===== src/include/cdw_consts.svh =====
`ifndef CDW_CONSTS_SVH
`define CDW_CONSTS_SVH
// ----------------------------------------
// register bus word offsets
// ----------------------------------------
`define CDW_OFF_CTRL 8'h00
`define CDW_OFF_PC 8'h04
`define CDW_OFF_ACC 8'h08
`define CDW_OFF_EXT 8'h0c
`define CDW_OFF_STATUS 8'h10
`define CDW_OFF_MDR 8'h14
`define CDW_OFF_MAR 8'h18
// ----------------------------------------
// field positions
// ----------------------------------------
`define CDW_CTRL_RUN_BIT 0
`define CDW_CTRL_STEP_BIT 1
`define CDW_STAT_CARRY_BIT 0
`define CDW_STAT_RUN_BIT 1
`define CDW_STAT_OPREG_LSB 8
// ----------------------------------------
// operation codes
// ----------------------------------------
`define CDW_OP_GROUP0 4'h0
`define CDW_OP_JUMP 4'h1
`define CDW_OP_ADD 4'h6
`define CDW_OP_SUB 4'h7
`define CDW_OP_CMP 4'hb
`define CDW_OP_IOT 4'hc
`define CDW_OP6_INPUT 6'h2c
`define CDW_OP6_OUTPUT 6'h3c
`define CDW_OP10_ALS 10'h10d
`define CDW_OP10_LLS 10'h109
`define CDW_WORD_CLEAR_ACC 16'hc020
// ----------------------------------------
// reset values and index word location
// ----------------------------------------
`define CDW_RST_WORD 16'h0000
`define CDW_RST_PC 14'h0000
`define CDW_RST_OPREG 6'h00
`define CDW_INDEX_LOC 16'h0000
`endif


===== src/include/cdw_pkg.sv =====
package cdw_pkg;
  // ----------------------------------------
  // instruction word, bit 1 is the msb
  // ----------------------------------------
  typedef struct packed {
    logic ind;
    logic idx;
    logic [3:0] op;
    logic sec;
    logic [8:0] addr;
  } cdw_word_t;
  // ----------------------------------------
  // core memory request
  // ----------------------------------------
  typedef struct packed {
    logic req;
    logic we;
    logic [15:0] addr;
    logic [15:0] wdata;
  } cdw_mem_req_t;
  typedef enum logic [1:0] {
    CLS_MEMREF,
    CLS_IOT,
    CLS_SHIFT,
    CLS_GENERIC
  } cdw_class_t;
  typedef enum logic [3:0] {
    ST_IDLE,
    ST_FETCH,
    ST_DECODE,
    ST_IDX_RD,
    ST_IDX_ADD,
    ST_INDIR,
    ST_OPND,
    ST_EXEC,
    ST_NEXT
  } cdw_state_t;
endpackage : cdw_pkg

===== src/design/cdw_core.sv =====
`timescale 1ns/1ps
`default_nettype none
`include "cdw_consts.svh"
module cdw_core (
  // clock and reset
  input wire logic clk,
  input wire logic srst,
  // wishbone slave
  input wire logic wb_cyc_i,
  input wire logic wb_stb_i,
  input wire logic wb_we_i,
  input wire logic [7:0] wb_adr_i,
  input wire logic [3:0] wb_sel_i,
  input wire logic [31:0] wb_dat_i,
  output logic [31:0] wb_dat_o,
  output logic wb_ack_o,
  // core memory
  output cdw_pkg::cdw_mem_req_t mem_o,
  input wire logic [15:0] mem_rdata,
  input wire logic mem_ack,
  // peripheral buses
  input wire logic [15:0] input_data_lines,
  output logic [15:0] output_data_lines,
  output logic [9:0] device_select_lines,
  output logic io_strobe
);
  // ----------------------------------------
  // functions
  // ----------------------------------------
  function automatic logic [16:0] add_ovf(input logic [15:0] a, input logic [15:0] b,
                                          input logic cin);
    logic [15:0] s;
    s = a + b + {15'h0000, cin};
    add_ovf = {(a[15] == b[15]) && (s[15] != a[15]), s};
  endfunction : add_ovf

  function automatic logic [7:0] lane_merge(input logic [7:0] old, input logic [7:0] nw,
                                            input logic en);
    lane_merge = en ? nw : old;
  endfunction : lane_merge

  function automatic cdw_pkg::cdw_class_t word_class(input logic [15:0] w);
    cdw_pkg::cdw_word_t f;
    f = cdw_pkg::cdw_word_t'(w);
    if (f.op == `CDW_OP_IOT)
      word_class = cdw_pkg::CLS_IOT;
    else if (f.op != `CDW_OP_GROUP0)
      word_class = cdw_pkg::CLS_MEMREF;
    else if (!f.ind && f.idx)
      word_class = cdw_pkg::CLS_SHIFT;
    else
      word_class = cdw_pkg::CLS_GENERIC;
  endfunction : word_class

  // ----------------------------------------
  // state
  // ----------------------------------------
  cdw_pkg::cdw_state_t state_q;
  logic [15:0] acc_q;
  logic [15:0] ext_q;
  logic [13:0] pc_q;
  logic [15:0] mdr_q;
  logic [15:0] mar_q;
  logic [15:0] ea_q;
  logic [5:0] opreg_q;
  logic carry_q;
  logic run_q;
  logic step_q;
  logic [15:0] in_s1_q, in_s2_q, in_s3_q, in_q;
  logic [15:0] bus_a, bus_b;
  logic [16:0] sum;
  logic wb_req, wb_wr, idle;
  logic [31:0] wr_word;
  cdw_pkg::cdw_word_t ir;
  cdw_pkg::cdw_class_t ir_class;
  logic [5:0] shift_cnt;
  logic [30:0] long_val;

  assign ir = cdw_pkg::cdw_word_t'(mdr_q);
  assign ir_class = word_class({opreg_q, 10'h000});
  assign idle = (state_q == cdw_pkg::ST_IDLE);
  assign wb_req = wb_cyc_i && wb_stb_i && !wb_ack_o;
  assign wb_wr = wb_req && wb_we_i;
  assign wr_word = {lane_merge(8'h00, wb_dat_i[31:24], wb_sel_i[3]),
                    lane_merge(8'h00, wb_dat_i[23:16], wb_sel_i[2]),
                    lane_merge(8'h00, wb_dat_i[15:8], wb_sel_i[1]),
                    lane_merge(8'h00, wb_dat_i[7:0], wb_sel_i[0])};
  assign shift_cnt = mdr_q[5:0];
  assign long_val = {acc_q, ext_q[14:0]};

  // ----------------------------------------
  // internal buses and adder
  // ----------------------------------------
  always_comb
  begin
    bus_a = acc_q;
    bus_b = mdr_q;
    unique case (state_q)
      cdw_pkg::ST_IDX_ADD:
      begin
        bus_a = ea_q;
        bus_b = mdr_q;
      end
      cdw_pkg::ST_EXEC:
      begin
        if (ir_class == cdw_pkg::CLS_IOT && {opreg_q[5:4], ir.op} == `CDW_OP6_INPUT)
          bus_b = in_q;
        else if (ir_class == cdw_pkg::CLS_IOT)
          bus_b = acc_q;
        else
          bus_b = (opreg_q[3:0] == `CDW_OP_ADD) ? mdr_q : ~mdr_q;
      end
      default:
      begin
        bus_a = acc_q;
        bus_b = mdr_q;
      end
    endcase
  end

  assign sum = add_ovf(bus_a, bus_b, (state_q == cdw_pkg::ST_EXEC) &&
                       (opreg_q[3:0] != `CDW_OP_ADD));

  // ----------------------------------------
  // input line synchroniser
  // ----------------------------------------
  always_ff @(posedge clk)
  begin
    in_s1_q <= input_data_lines;
    in_s2_q <= in_s1_q;
    in_s3_q <= in_s2_q;
    if (srst)
      in_q <= `CDW_RST_WORD;
    else if (in_s2_q == in_s3_q)
      in_q <= in_s3_q;
  end

  // ----------------------------------------
  // wishbone slave
  // ----------------------------------------
  always_ff @(posedge clk)
  begin
    if (srst)
    begin
      wb_ack_o <= 1'b0;
      wb_dat_o <= 32'h0000_0000;
    end
    else
    begin
      wb_ack_o <= wb_req;
      wb_dat_o <= 32'h0000_0000;
      if (wb_req && !wb_we_i)
        unique case (wb_adr_i)
          `CDW_OFF_CTRL: wb_dat_o <= {31'h0000_0000, run_q};
          `CDW_OFF_PC: wb_dat_o <= {18'h00000, pc_q};
          `CDW_OFF_ACC: wb_dat_o <= {16'h0000, acc_q};
          `CDW_OFF_EXT: wb_dat_o <= {16'h0000, ext_q};
          `CDW_OFF_STATUS: wb_dat_o <= {18'h00000, opreg_q, 6'h00, !idle, carry_q};
          `CDW_OFF_MDR: wb_dat_o <= {16'h0000, mdr_q};
          `CDW_OFF_MAR: wb_dat_o <= {16'h0000, mar_q};
          default: wb_dat_o <= 32'h0000_0000;
        endcase
    end
  end

  always_ff @(posedge clk)
  begin
    if (srst)
    begin
      run_q <= 1'b0;
      step_q <= 1'b0;
    end
    else
    begin
      step_q <= 1'b0;
      if (wb_wr && wb_adr_i == `CDW_OFF_CTRL && wb_sel_i[0])
      begin
        run_q <= wr_word[`CDW_CTRL_RUN_BIT];
        step_q <= wr_word[`CDW_CTRL_STEP_BIT];
      end
    end
  end

  // ----------------------------------------
  // carry flag, set wins over clear
  // ----------------------------------------
  always_ff @(posedge clk)
  begin
    if (srst)
      carry_q <= 1'b0;
    else if (state_q == cdw_pkg::ST_EXEC && ir_class == cdw_pkg::CLS_MEMREF &&
             (opreg_q[3:0] == `CDW_OP_ADD || opreg_q[3:0] == `CDW_OP_SUB) && sum[16])
      carry_q <= 1'b1;
    else if (state_q == cdw_pkg::ST_EXEC && ir_class == cdw_pkg::CLS_SHIFT &&
             mdr_q[15:6] == `CDW_OP10_ALS &&
             ($signed(acc_q << shift_cnt) >>> shift_cnt) != $signed(acc_q))
      carry_q <= 1'b1;
    else if (wb_wr && wb_adr_i == `CDW_OFF_STATUS && wb_sel_i[0] &&
             wr_word[`CDW_STAT_CARRY_BIT])
      carry_q <= 1'b0;
  end

  // ----------------------------------------
  // sequencer and register transfers
  // ----------------------------------------
  always_ff @(posedge clk)
  begin
    if (srst)
    begin
      state_q <= cdw_pkg::ST_IDLE;
      acc_q <= `CDW_RST_WORD;
      ext_q <= `CDW_RST_WORD;
      pc_q <= `CDW_RST_PC;
      mdr_q <= `CDW_RST_WORD;
      mar_q <= `CDW_RST_WORD;
      ea_q <= `CDW_RST_WORD;
      opreg_q <= `CDW_RST_OPREG;
      mem_o <= '0;
      output_data_lines <= `CDW_RST_WORD;
      device_select_lines <= 10'h000;
      io_strobe <= 1'b0;
    end
    else
    begin
      io_strobe <= 1'b0;
      unique case (state_q)
        cdw_pkg::ST_IDLE:
        begin
          if (wb_wr && wb_adr_i == `CDW_OFF_PC)
            pc_q <= wr_word[13:0];
          if (wb_wr && wb_adr_i == `CDW_OFF_ACC)
            acc_q <= wr_word[15:0];
          if (wb_wr && wb_adr_i == `CDW_OFF_EXT)
            ext_q <= wr_word[15:0];
          if (run_q || step_q)
          begin
            mar_q <= {2'b00, pc_q};
            mem_o <= '{req: 1'b1, we: 1'b0, addr: {2'b00, pc_q}, wdata: mdr_q};
            state_q <= cdw_pkg::ST_FETCH;
          end
        end
        cdw_pkg::ST_FETCH:
          if (mem_ack)
          begin
            mem_o.req <= 1'b0;
            mdr_q <= mem_rdata;
            opreg_q <= mem_rdata[15:10];
            state_q <= cdw_pkg::ST_DECODE;
          end
        cdw_pkg::ST_DECODE:
          if (ir_class == cdw_pkg::CLS_MEMREF)
          begin
            ea_q <= {2'b00, ir.sec ? pc_q[13:9] : 5'h00, ir.addr};
            mar_q <= {2'b00, ir.sec ? pc_q[13:9] : 5'h00, ir.addr};
            if (ir.idx)
            begin
              mar_q <= `CDW_INDEX_LOC;
              mem_o <= '{req: 1'b1, we: 1'b0, addr: `CDW_INDEX_LOC, wdata: mdr_q};
              state_q <= cdw_pkg::ST_IDX_RD;
            end
            else if (ir.ind)
            begin
              mem_o <= '{req: 1'b1, we: 1'b0, addr: {2'b00, ir.sec ? pc_q[13:9] : 5'h00,
                                                      ir.addr}, wdata: mdr_q};
              state_q <= cdw_pkg::ST_INDIR;
            end
            else if (ir.op == `CDW_OP_JUMP)
              state_q <= cdw_pkg::ST_OPND;
            else
            begin
              mem_o <= '{req: 1'b1, we: 1'b0, addr: {2'b00, ir.sec ? pc_q[13:9] : 5'h00,
                                                      ir.addr}, wdata: mdr_q};
              state_q <= cdw_pkg::ST_OPND;
            end
          end
          else
            state_q <= cdw_pkg::ST_EXEC;
        cdw_pkg::ST_IDX_RD:
          if (mem_ack)
          begin
            mem_o.req <= 1'b0;
            mdr_q <= mem_rdata;
            state_q <= cdw_pkg::ST_IDX_ADD;
          end
        cdw_pkg::ST_IDX_ADD:
        begin
          mar_q <= {2'b00, sum[13:0]};
          if (opreg_q[5])
          begin
            mem_o <= '{req: 1'b1, we: 1'b0, addr: {2'b00, sum[13:0]}, wdata: mdr_q};
            state_q <= cdw_pkg::ST_INDIR;
          end
          else if (opreg_q[3:0] == `CDW_OP_JUMP)
            state_q <= cdw_pkg::ST_OPND;
          else
          begin
            mem_o <= '{req: 1'b1, we: 1'b0, addr: {2'b00, sum[13:0]}, wdata: mdr_q};
            state_q <= cdw_pkg::ST_OPND;
          end
        end
        cdw_pkg::ST_INDIR:
          if (mem_ack)
          begin
            mdr_q <= mem_rdata;
            mar_q <= {2'b00, mem_rdata[13:0]};
            ea_q <= {2'b00, mem_rdata[13:0]};
            opreg_q[5:4] <= mem_rdata[15:14];
            if (mem_rdata[14])
            begin
              mar_q <= `CDW_INDEX_LOC;
              mem_o.addr <= `CDW_INDEX_LOC;
              state_q <= cdw_pkg::ST_IDX_RD;
            end
            else if (mem_rdata[15])
              mem_o.addr <= {2'b00, mem_rdata[13:0]};
            else if (opreg_q[3:0] == `CDW_OP_JUMP)
            begin
              mem_o.req <= 1'b0;
              state_q <= cdw_pkg::ST_OPND;
            end
            else
            begin
              mem_o.addr <= {2'b00, mem_rdata[13:0]};
              state_q <= cdw_pkg::ST_OPND;
            end
          end
        cdw_pkg::ST_OPND:
          if (opreg_q[3:0] == `CDW_OP_JUMP)
          begin
            pc_q <= mar_q[13:0];
            state_q <= cdw_pkg::ST_NEXT;
          end
          else if (mem_ack)
          begin
            mem_o.req <= 1'b0;
            mdr_q <= mem_rdata;
            state_q <= cdw_pkg::ST_EXEC;
          end
        cdw_pkg::ST_EXEC:
        begin
          pc_q <= pc_q + 14'h0001;
          state_q <= cdw_pkg::ST_NEXT;
          unique case (ir_class)
            cdw_pkg::CLS_MEMREF:
              unique case (opreg_q[3:0])
                `CDW_OP_ADD, `CDW_OP_SUB: acc_q <= sum[15:0];
                `CDW_OP_CMP:
                  if (acc_q == mdr_q)
                    pc_q <= pc_q + 14'h0002;
                default: acc_q <= acc_q;
              endcase
            cdw_pkg::CLS_IOT:
            begin
              device_select_lines <= mdr_q[9:0];
              io_strobe <= 1'b1;
              if (mdr_q[15:10] == `CDW_OP6_INPUT)
                acc_q <= bus_b;
              else if (mdr_q[15:10] == `CDW_OP6_OUTPUT)
                output_data_lines <= bus_b;
            end
            cdw_pkg::CLS_SHIFT:
              if (mdr_q[15:6] == `CDW_OP10_ALS)
                acc_q <= acc_q << shift_cnt;
              else if (mdr_q[15:6] == `CDW_OP10_LLS)
              begin
                acc_q <= 16'((long_val << shift_cnt) >> 15);
                ext_q <= {1'b0, 15'(long_val << shift_cnt)};
              end
            cdw_pkg::CLS_GENERIC:
              if (mdr_q == `CDW_WORD_CLEAR_ACC)
                acc_q <= `CDW_RST_WORD;
          endcase
        end
        cdw_pkg::ST_NEXT:
        begin
          mar_q <= {2'b00, pc_q};
          if (run_q)
          begin
            mem_o <= '{req: 1'b1, we: 1'b0, addr: {2'b00, pc_q}, wdata: mdr_q};
            state_q <= cdw_pkg::ST_FETCH;
          end
          else
            state_q <= cdw_pkg::ST_IDLE;
        end
        default: state_q <= cdw_pkg::ST_IDLE;
      endcase
    end
  end
endmodule : cdw_core
`default_nettype wire


===== config.mk =====
export PLATFORM = sky130hd
export DESIGN_NAME = cdw_core
export DESIGN_NICKNAME = d
export VERILOG_FILES = /design/src/include/cdw_pkg.sv /design/src/design/cdw_core.sv
export VERILOG_INCLUDE_DIRS = /design/src /design/src/include
export SDC_FILE = /design/constraint.sdc
export NUM_CORES = 1
export LEC_CHECK = 0
export BUFFER_PORTS_ARGS = -buffer_cell sky130_fd_sc_hd__buf_4
export CAP_MARGIN = 30
export CORE_MARGIN = 2
export CORE_UTILIZATION = 35
export DETAILED_ROUTE_END_ITERATION = 6
export SYNTH_ARGS = -nofsm -noshare
export SYNTH_HDL_FRONTEND = slang
export SYNTH_SLANG_ARGS = --single-unit

===== constraint.sdc =====
create_clock -name clk -period 6.45 [get_ports clk]
set_input_delay 1.6125 -clock clk [delete_from_list [all_inputs] [get_ports clk]]
set_output_delay 1.6125 -clock clk [all_outputs]
set_load 0.05 [all_outputs]

-- After elaboration in Yosys (flattened, before gate mapping)
Cells that the tools add are included.
- bits in registers: 265
- input port bits: 82
- output and inout port bits: 94
- word-level logic and storage cells: 245
- add/sub/neg operators: 4
- eq/ne operators: 61
- shift operators: 3
- muxes and demuxes: 86
- bitwise gates (word level): 5
- reductions and logical operators: 61
- operators with widths (kind ; count):
    16-bit 2-to-1 mux ; 26
    34-bit 2-to-1 mux ; 8
    16-bit one-hot mux with 5 select lines ; 2
    16-bit one-hot mux with 2 select lines ; 4
    16-bit one-hot mux with 4 select lines ; 2
    16-bit one-hot mux with 7 select lines ; 1
    14-bit 2-to-1 mux ; 7
    14-bit one-hot mux with 3 select lines ; 1
    4-bit one-hot mux with 9 select lines ; 1
    16-bit equality test ; 2
    4-bit 2-to-1 mux ; 8
    31-bit by 6-bit left shift with 31-bit output ; 1
    4-bit by 3-bit equality test with 1-bit output, second input constant ; 6
    8-bit by 5-bit equality test with 1-bit output, second input constant ; 3
    1-bit logical AND ; 22
    2-bit != test, second input constant ; 11
    10-bit by 9-bit equality test with 1-bit output, second input constant ; 2
    6-bit equality test, second input constant ; 3
    6-bit AND reduction ; 3
    16-bit by 1-bit adder with 16-bit output ; 1
    16-bit adder ; 1
    16-bit equality test, second input constant ; 1
    8-bit by 4-bit equality test with 1-bit output, second input constant ; 2
    8-bit 2-to-1 mux ; 2
    47 further kinds ; 100

-- Depth between registers and ports, before layout
Gate-level depths: netlist (run 1).
- depth in word-level cells: 15
- mapped depth: 24

-- Worst setup path after synthesis (run 1)
OpenSTA, ideal clock, no wires.
- path kind: register -> register
- start: register mdr_q[0] (netlist: ir[0])
- end: register mem_o[28] (netlist name)
- library setup time: 0.131 ns
- arrival time: 4.545 ns
- data required time: 6.319 ns
- path slack: 1.773 ns
- stages on the path, launching flop included: 25
- path buffers: 7
- period minus slack after synthesis: 4.677 ns
- cells stage by stage: dfxtp_1 -> buf_6 -> buf_6 -> buf_2 -> buf_2 -> buf_2 -> buf_2 -> buf_2 -> a21oi_1 -> a311oi_1 -> a21oi_1 -> inv_1 -> fa_1 -> fa_1 -> nor2b_1 -> o21ai_0 -> a21boi_0 -> o21ai_0 -> a21boi_0 -> o21ai_0 -> a21oi_1 -> o41ai_1 -> xnor2_1 -> a222oi_1 -> a21oi_1
- cells in the longest elaborated chain, start to end: 10
- ends and longest elaborated chain (element ; RTL line ; text):
    start, declared ; cdw_core.sv:62 ; logic [15:0] mdr_q;
    start signal, assigned ; cdw_core.sv:214 ; mdr_q <= `CDW_RST_WORD;
    start signal, assigned ; cdw_core.sv:246 ; mdr_q <= mem_rdata;
    start signal, assigned ; cdw_core.sv:282 ; mdr_q <= mem_rdata;
    16-bit inverter ; cdw_core.sv:111 ; bus_b = (opreg_q[3:0] == `CDW_OP_ADD) ? mdr_q : ~mdr_q;
    16-bit 2-to-1 mux ; cdw_core.sv:111 ;
    16-bit 2-to-1 mux ; cdw_core.sv:108 ; else if (ir_class == cdw_pkg::CLS_IOT)
    16-bit 2-to-1 mux ; cdw_core.sv:106 ; if (ir_class == cdw_pkg::CLS_IOT && {opreg_q[5:4], ir.op} == `CDW_OP6_INPUT)
    16-bit 2-to-1 mux (*) ; cdw_core.sv:98 ; unique case (state_q)
    16-bit adder (*) ; cdw_core.sv:33 ; s = a + b + {15'h0000, cin};
    16-bit by 1-bit adder with 16-bit output (*) ; cdw_core.sv:33 ;
    34-bit 2-to-1 mux ; cdw_core.sv:293 ; else if (opreg_q[3:0] == `CDW_OP_JUMP)
    34-bit 2-to-1 mux (*) ; cdw_core.sv:288 ; if (opreg_q[5])
    16-bit one-hot mux with 5 select lines (*) ; cdw_core.sv:226 ; unique case (state_q)
    end signal, assigned ; cdw_core.sv:238 ; mem_o <= '{req: 1'b1, we: 1'b0, addr: {2'b00, pc_q}, wdata: mdr_q};
    end signal, assigned ; cdw_core.sv:290 ; mem_o <= '{req: 1'b1, we: 1'b0, addr: {2'b00, sum[13:0]}, wdata: mdr_q};
    end signal, assigned ; cdw_core.sv:297 ; mem_o <= '{req: 1'b1, we: 1'b0, addr: {2'b00, sum[13:0]}, wdata: mdr_q};
    end, declared ; cdw_core.sv:18 ; output cdw_pkg::cdw_mem_req_t mem_o,
Every way passes the cells marked *; elsewhere a longest branch is shown, timed or not. The select of a mux whose other input is x is not followed.
A chain may end at the register's enable or synchronous reset.

-- Worst setup path in the final report (run 1)
- start: register state_q[1]
- end: register mar_q[12]
- cells in the longest elaborated chain, start to end: 5
- ends and longest elaborated chain (element ; RTL line ; text):
    start, declared ; cdw_core.sv:58 ; cdw_pkg::cdw_state_t state_q;
    start signal, assigned ; cdw_core.sv:210 ; state_q <= cdw_pkg::ST_IDLE;
    start signal, assigned ; cdw_core.sv:239 ; state_q <= cdw_pkg::ST_FETCH;
    start signal, assigned ; cdw_core.sv:248 ; state_q <= cdw_pkg::ST_DECODE;
    4-bit by 3-bit equality test with 1-bit output, on equally long branches ; cdw_core.sv:98, cdw_core.sv:226, cdw_core.sv:121 ;
    16-bit 2-to-1 mux ; cdw_core.sv:98 ;
    16-bit adder ; cdw_core.sv:33 ;
    16-bit by 1-bit adder with 16-bit output ; cdw_core.sv:33 ;
    16-bit one-hot mux with 5 select lines ; cdw_core.sv:226 ;
    end signal, assigned ; cdw_core.sv:237 ; mar_q <= {2'b00, pc_q};
    end signal, assigned ; cdw_core.sv:254 ; mar_q <= {2'b00, ir.sec ? pc_q[13:9] : 5'h00, ir.addr};
    end signal, assigned ; cdw_core.sv:257 ; mar_q <= `CDW_INDEX_LOC;
    end, declared ; cdw_core.sv:63 ; logic [15:0] mar_q;
Parallel ways exist; a longest one is shown, timed or not.

==> results of run 1 <==
## through the flow
| step | util, % | setup slack [ns] | area [um2] |
|---|---|---|---|
| 2_1_floorplan | - | 1.773 | 15730 |
| 3_3_place_gp | 38.92 | 1.270 | 17210 |
| 3_5_place_dp | 39.08 | 1.275 | 17280 |
| 4_1_cts | 41.14 | 1.269 | 18190 |
| 5_1_grt | 41.14 | 0.7336 | 18190 |
| 6_report | 41.14 | 1.155 | 18190 |
## logic make-up (layout without fill, tap and decap cells)
family / after synthesis / after routing / share of synthesized area [%]
AOI/OAI and AO/OA: 554 / 554 / 24.32
xor gates and xnor gates: 48 / 48 / 2.684
adders and majority gates: 19 / 19 / 1.614
buffers and inverters: 229 / 289 / 6.359
DFF: 242 / 242 / 30.93
muxes: 162 / 162 / 11.63
other: 1 / 19 / 0.02394
and+or+nand+nor: 784 / 784 / 22.43
## worst max-delay path by stage
stage               start   endpoint  slack [ns]  cells after the start
2_1_floorplan       ir[0]  mem_o[28]        1.77                     24
3_3_place_gp       ir[10]  mem_o[28]        1.27                     21
3_5_place_dp       ir[10]  mem_o[28]        1.27                     21
4_1_cts            ir[10]  mem_o[28]        1.27                     21
5_1_grt        state_q[1]  mem_o[28]        0.73                     20
6_report       state_q[1]  mar_q[12]        1.16                     20
## routing by layer
| metal | GRT usage, % | up-vias | share of wire (%) |
|---|---|---|---|
| met4 | 15.29 | 0 | 6.5 |
| met5 | 0 | - | 0 |
| met2 | 43.14 | 1154 | 43 |
| li1 | - | 7521 | - |
| met3 | 3.975 | 254 | 9.7 |
| met1 | 38.47 | 8032 | 41 |
## flip-flops by register name, summed over array words and instances (netlist names), 4 cells and up
| signal | count |
|---|---|
| ir | 16 |
| device_select_lines | 10 |
| in_s1_q | 16 |
| ext_q | 16 |
| in_q | 16 |
| state_q | 4 |
| output_data_lines | 16 |
| mar_q | 14 |
| mem_o | 31 |
| in_s2_q | 16 |
| wb_dat_o | 16 |
| in_s3_q | 16 |
| pc_q | 14 |
| ea_q | 14 |
| opreg_q | 6 |
| acc_q | 16 |
## cells in the final DEF, fill, tap and decap left out, types with 8 or more instances in the layout
cell type  instances
nor2b_1           15
buf_4            209
a221oi_1          26
a21oi_1          141
xnor2_1           14
nand2b_1          15
clkbuf_16         26
a21o_1             8
or2_2              8
o22a_1             9
o21a_1            10
mux2_2            17
a32oi_1           20
conb_1            19
nor2_1           257
a311oi_1          27
o22ai_1           18
nor3_1            43
o211ai_1          16
o31ai_1           20
xor2_1            34
mux4_2            13
ha_1              17
nand2_1          284
o21ai_0           89
a31oi_1           16
inv_1             23
nor4_1            25
and2_1             9
a22oi_1           38
nand3_1           46
dfxtp_1          237
a211oi_1          30
nand4_1           20
mux2i_1          131
## power groups by stage
stage / registers, W / logic (W) / clock network (W)
floorplan: 0.00179 / 0.00120 / 0
global placement: 0.00178 / 0.00183 / 0
detailed placement: 0.00178 / 0.00187 / 0
CTS: 0.00175 / 0.00188 / 0.00160
global route: 0.00176 / 0.00203 / 0.00168
finish: 0.00175 / 0.00193 / 0.00159
## final cells by class
class                           instances  area share (%)
Multi-Input combinational cell       1586           54.50
Inverter                               28          0.5777
Timing Repair Buffer                  215           9.154
Tap cell                              592           4.072
Sequential cell                       242           26.69
Clock inverter                         13           1.059
Clock buffer                           33           3.941
==> results.yml, run 1 <==
min_path:
  worstHoldStart: "in_s1_q[7]"
  min_to: "in_s2_q[7]"
  hp-class: "reg -> reg"
  whs_path_depth: 0
die:
  die_area_mm2: 0.04646
  die_y_um: 215.5
  start_util_pct: 35.42
  rows: 77
  io_pins: 176
  die_w_um: 215.5
  core_mm2: 0.04422
critical_path:
  critPathKind: "reg -> reg"
  critPathLaunchType: "flop"
  timing.rr.end: "mar_q[12]"
  critical_path_required_ns: 6.88
  cp_slowest_cell: "a222oi_1"
  path_buf_inv: 2
  critical_path_arrival_ns: 5.72
  r2r_slack_ns: 1.16
  r2r_cells: 20
  worstSetupEndpointType: "flop"
  cpPeakStageDelay_ns: 0.57
  rr_startpoint: "state_q[1]"
  critPathMaxFanout: 6
  crit_family: "compound AO/OA/AOI/OAI gates"
  worstPathCellList: "nand2_1, nor2_1, nand2_2, nor2_1, clkinv_1, a21oi_1, inv_1, fa_1, fa_1, nor2b_1, o21ai_0, a21boi_0, o21ai_0, a21boi_0, o21ai_0, a21oi_1, o41ai_1, xnor2_1, a222oi_1, a21oi_1"
sta:
  rsz0062_at_grt: "no"
  slew_viol_final: 0
  slew_headroom_pct: 34.78
  setup_viol: 0
  final.period_utilization_pct: 82.09
  hold_violations: 0
  holdWs_ns: 0.3227
  skew_ns: 0.04290
  fmax_mhz: 188.9
  tightest_slew_ns: 0.9702
  setup_tns_ns: 0
  fin_crit_ns: 5.295
power_and_ir_drop:
  power_switching_w: 0.002074
  power.leakage_nw: 6.840
  p_sw_share_pct: 39.36
  p_int_w: 0.003195
  pwr-share-comb_pct: 36.6
  clkPwrFrac_pct: 30.2
  ir_drop_mv: 0.2490
  finalPower_w: 0.005269
  power_per_cell_area_mw_per_mm2: 289.6
  pwr-share-seq_pct: 33.3
logic_synthesis:
  yosysTopAreaCellShare_pct: 30.93
  yosys-top-cells-count: "nand2_1, nor2_1, dfxtp_1"
  ys_warn_count: 0
  yosys.area.top_type: "dfxtp_1"
  synth_most_common_cell: "nand2_1"
  synth-seq-cells: 242
  synth_top_flop_cell: "dfxtp_1"
  syn_area_mm2: 0.01566
  seq_area_frac_synth_pct: 30.93
  synth_area_leaders: "dfxtp_1, mux2i_1, nand2_1, nor2_1, a21oi_1"
  synth_edf_count: 0
  syn_avg_cell_area_um2: 7.681
  syn_inst: 2039
  synth_cell_types: 94
  synthArstFlopShare_pct: 0
layout:
  layout-drive-gt1-share_pct: 15.26
  regArea_mm2: 0.004856
  nets: 2200
  stdcell_count: 2709
  n_fill_cell: 4509
  multiInputGateArea_mm2: 0.009916
  area_growth_pct: 16.16
  diodes: 0
clocking:
  holdBufCountCts: 0
  cts_made_buffers: 26
  clockBufferDepth: 3
  cts_root_buf: "clkbuf_16"
  ctsResizeCount: 0
  cts_setup_buffers: 0
  path_clk_slew_ns: 0.06
  clock_latency_ns: 0.57
  cts_tree: "yes"
  cts.htree.levels: 1
  cts_num_sinks: 242
placed_design:
  placed_cells_incl_taps: 2663
  hpwl_um: 49490
  port_buffers: 138
  place_congestion: 0.9958
routing:
  wl_per_cell_um: 25.33
  dr.pass1.iters: 7
  drt_iter0_markers: 2543
  viasPerCell: 6.261
  vias: 16960
  drtAntennaViolNets: 0
  routed_wl_um: 68610
  post-route-drc-count: 0
global_route:
  grt_max_degree: 80
  grt_pass1_wl_um: 100600
  antenna_found_initial: 1
  grt_pass1_vias: 15530
  overflow: 0
  grt_use_total_pct: 28.25
run_status:
  status: "complete, no violations"
run:
  maxCapViolations: 0
Note: power is estimated with default switching activity, not from simulation.
==> run 2: changes to the inputs <==
==> constraint.sdc (replaced) <==
create_clock -name clk -period 5.6 [get_ports clk]
set_input_delay 1.4 -clock clk [delete_from_list [all_inputs] [get_ports clk]]
set_output_delay 1.4 -clock clk [all_outputs]
set_load 0.05 [all_outputs]
==> results.yml, run 2 (synthesis results as in run 1) <==
routing:
  dr.pass1.iters: 6
  drtAntennaViolNets: 0
  wl_per_cell_um: 25.10
  routed_wl_um: 68230
  post-route-drc-count: 0
  drt_iter0_markers: 2297
  viasPerCell: 6.192
  vias: 16830
die:
  io_pins: 176
  core_mm2: 0.04422
  die_area_mm2: 0.04646
  rows: 77
  start_util_pct: 35.42
  die_w_um: 215.5
  die_y_um: 215.5
power_and_ir_drop:
  p_sw_share_pct: 39.60
  p_int_w: 0.003655
  finalPower_w: 0.006052
  power_per_cell_area_mw_per_mm2: 331.5
  power.leakage_nw: 6.881
  pwr-share-comb_pct: 37.0
  pwr-share-seq_pct: 33.0
  ir_drop_mv: 0.2788
  power_switching_w: 0.002397
  clkPwrFrac_pct: 30.0
layout:
  regArea_mm2: 0.004856
  layout-drive-gt1-share_pct: 15.76
  multiInputGateArea_mm2: 0.009916
  regMostFlops: "mem_o"
  diodes: 0
  nets: 2208
  largest_reg_flops: 31
  n_fill_cell: 4528
  final_cell_mix: "nand2_1, nor2_1, dfxtp_1"
  area_growth_pct: 16.58
  layout_commonest_cell: "nand2_1"
sta:
  skew_ns: 0.03970
  fin_ws_ns: 0.5284
  fmax_mhz: 197.2
  setup_viol: 0
  rsz0062_at_grt: "no"
  fin_crit_ns: 5.072
  hold_violations: 0
  tightest_slew_ns: 1.124
  slew_viol_final: 0
  setup_tns_ns: 0
  slew_headroom_pct: 24.57
  holdWs_ns: 0.3188
  final.period_utilization_pct: 90.56
placed_design:
  place_congestion: 1.000
  port_buffers: 138
  hpwl_um: 49670
  pre_cts_slack_ns: 0.6477
critical_path:
  endpoint: "mem_o[28]"
  rr_startpoint: "state_q[2]"
  r2r_slack_ns: 0.53
  critical_path_arrival_ns: 5.57
  startpoint: "state_q[2]"
  timing.rr.end: "mem_o[28]"
  critPathKind: "reg -> reg"
  worstSetupEndpointType: "flop"
  critical_path_required_ns: 6.10
  critPathLaunchType: "flop"
  r2r_cells: 21
  critPathMaxFanout: 6
clocking:
  holdBufCountCts: 0
  clockBufferDepth: 3
  cts_tree: "yes"
  cts_setup_buffers: 0
  cts_root_buf: "clkbuf_16"
  path_clk_slew_ns: 0.07
  cts_num_sinks: 242
  cts_made_buffers: 25
  cts.htree.levels: 1
  clock_latency_ns: 0.56
  ctsResizeCount: 0
global_route:
  grt_pass1_vias: 15760
  overflow: 0
  grt_use_total_pct: 28.29
  grt_pass1_wl_um: 101100
  grt_max_degree: 72
  antenna_found_initial: 0
run:
  maxCapViolations: 0
min_path:
  hp-class: "reg -> reg"
run_status:
  status: "complete, no violations"
-- run 2: how the worst min path moves through the flow --
stage | endpoint | slack [ns] | cells after the start | start
finish | in_s2_q[11] | 0.32 | 0 | in_s1_q[11]
CTS | in_s2_q[11] | 0.32 | 0 | in_s1_q[11]
floorplan | in_s2_q[0] | 0.31 | 0 | in_s1_q[0]
global route | in_s2_q[4] | 0.33 | 0 | in_s1_q[4]
detailed placement | in_s2_q[11] | 0.31 | 0 | in_s1_q[11]
global placement | in_s2_q[9] | 0.31 | 0 | in_s1_q[9]
-- run 2: through the flow --
step / std cells / instance area, um2 / utilization (%)
global placement: 2668 / 17310 / 39.14
CTS: 2718 / 18260 / 41.29
floorplan: 2057 / 15730 / -
global route: 2718 / 18260 / 41.29
detailed placement: 2672 / 17360 / 39.26
finish: 2718 / 18260 / 41.29
-- run 2: final cells by class --
type	count	share of cell area [%]
clock inverters	17	1.192
repair buffers	224	9.539
well taps	592	4.057
flip-flops and latches	242	26.60
clock buffers	29	3.728
multi-input cells	1586	54.31
inverters	28	0.5757
-- run 2: power groups by stage --
stage	clock (W)	combinational, W	sequential, W
6_report	0.00181	0.00224	0.00200
5_1_grt	0.00191	0.00235	0.00201
4_1_cts	0.00184	0.00217	0.00199
3_5_place_dp	0	0.00216	0.00203
3_3_place_gp	0	0.00213	0.00203
2_1_floorplan	0	0.00139	0.00206
-- run 2: per-layer routing --
layer  share of wire [%]  global-route usage [%]  routed length (um)
met4                 6.7                   16.34                4553
met3                  11                   5.483                7699
met2                  42                   42.82               28960
met1                  40                   37.53               27010
met5                   0                       0                   0
-- run 2: worst max-delay path, stage by stage (launching register included) --
cell      delay (ns)
dfxtp_1         0.33
nand2_1         0.15
nor2_1          0.34
nand2_2         0.12
nor2_1          0.18
clkinv_1        0.21
a21oi_1         0.24
inv_1           0.09
fa_1            0.44
fa_1            0.47
nor2b_1         0.12
o21ai_0         0.11
a21boi_0        0.28
o21ai_0         0.17
a21boi_0        0.27
o21ai_0         0.18
a21oi_1         0.28
o41ai_1         0.10
buf_4           0.14
xnor2_1         0.42
a222oi_1        0.20
a21oi_1         0.17
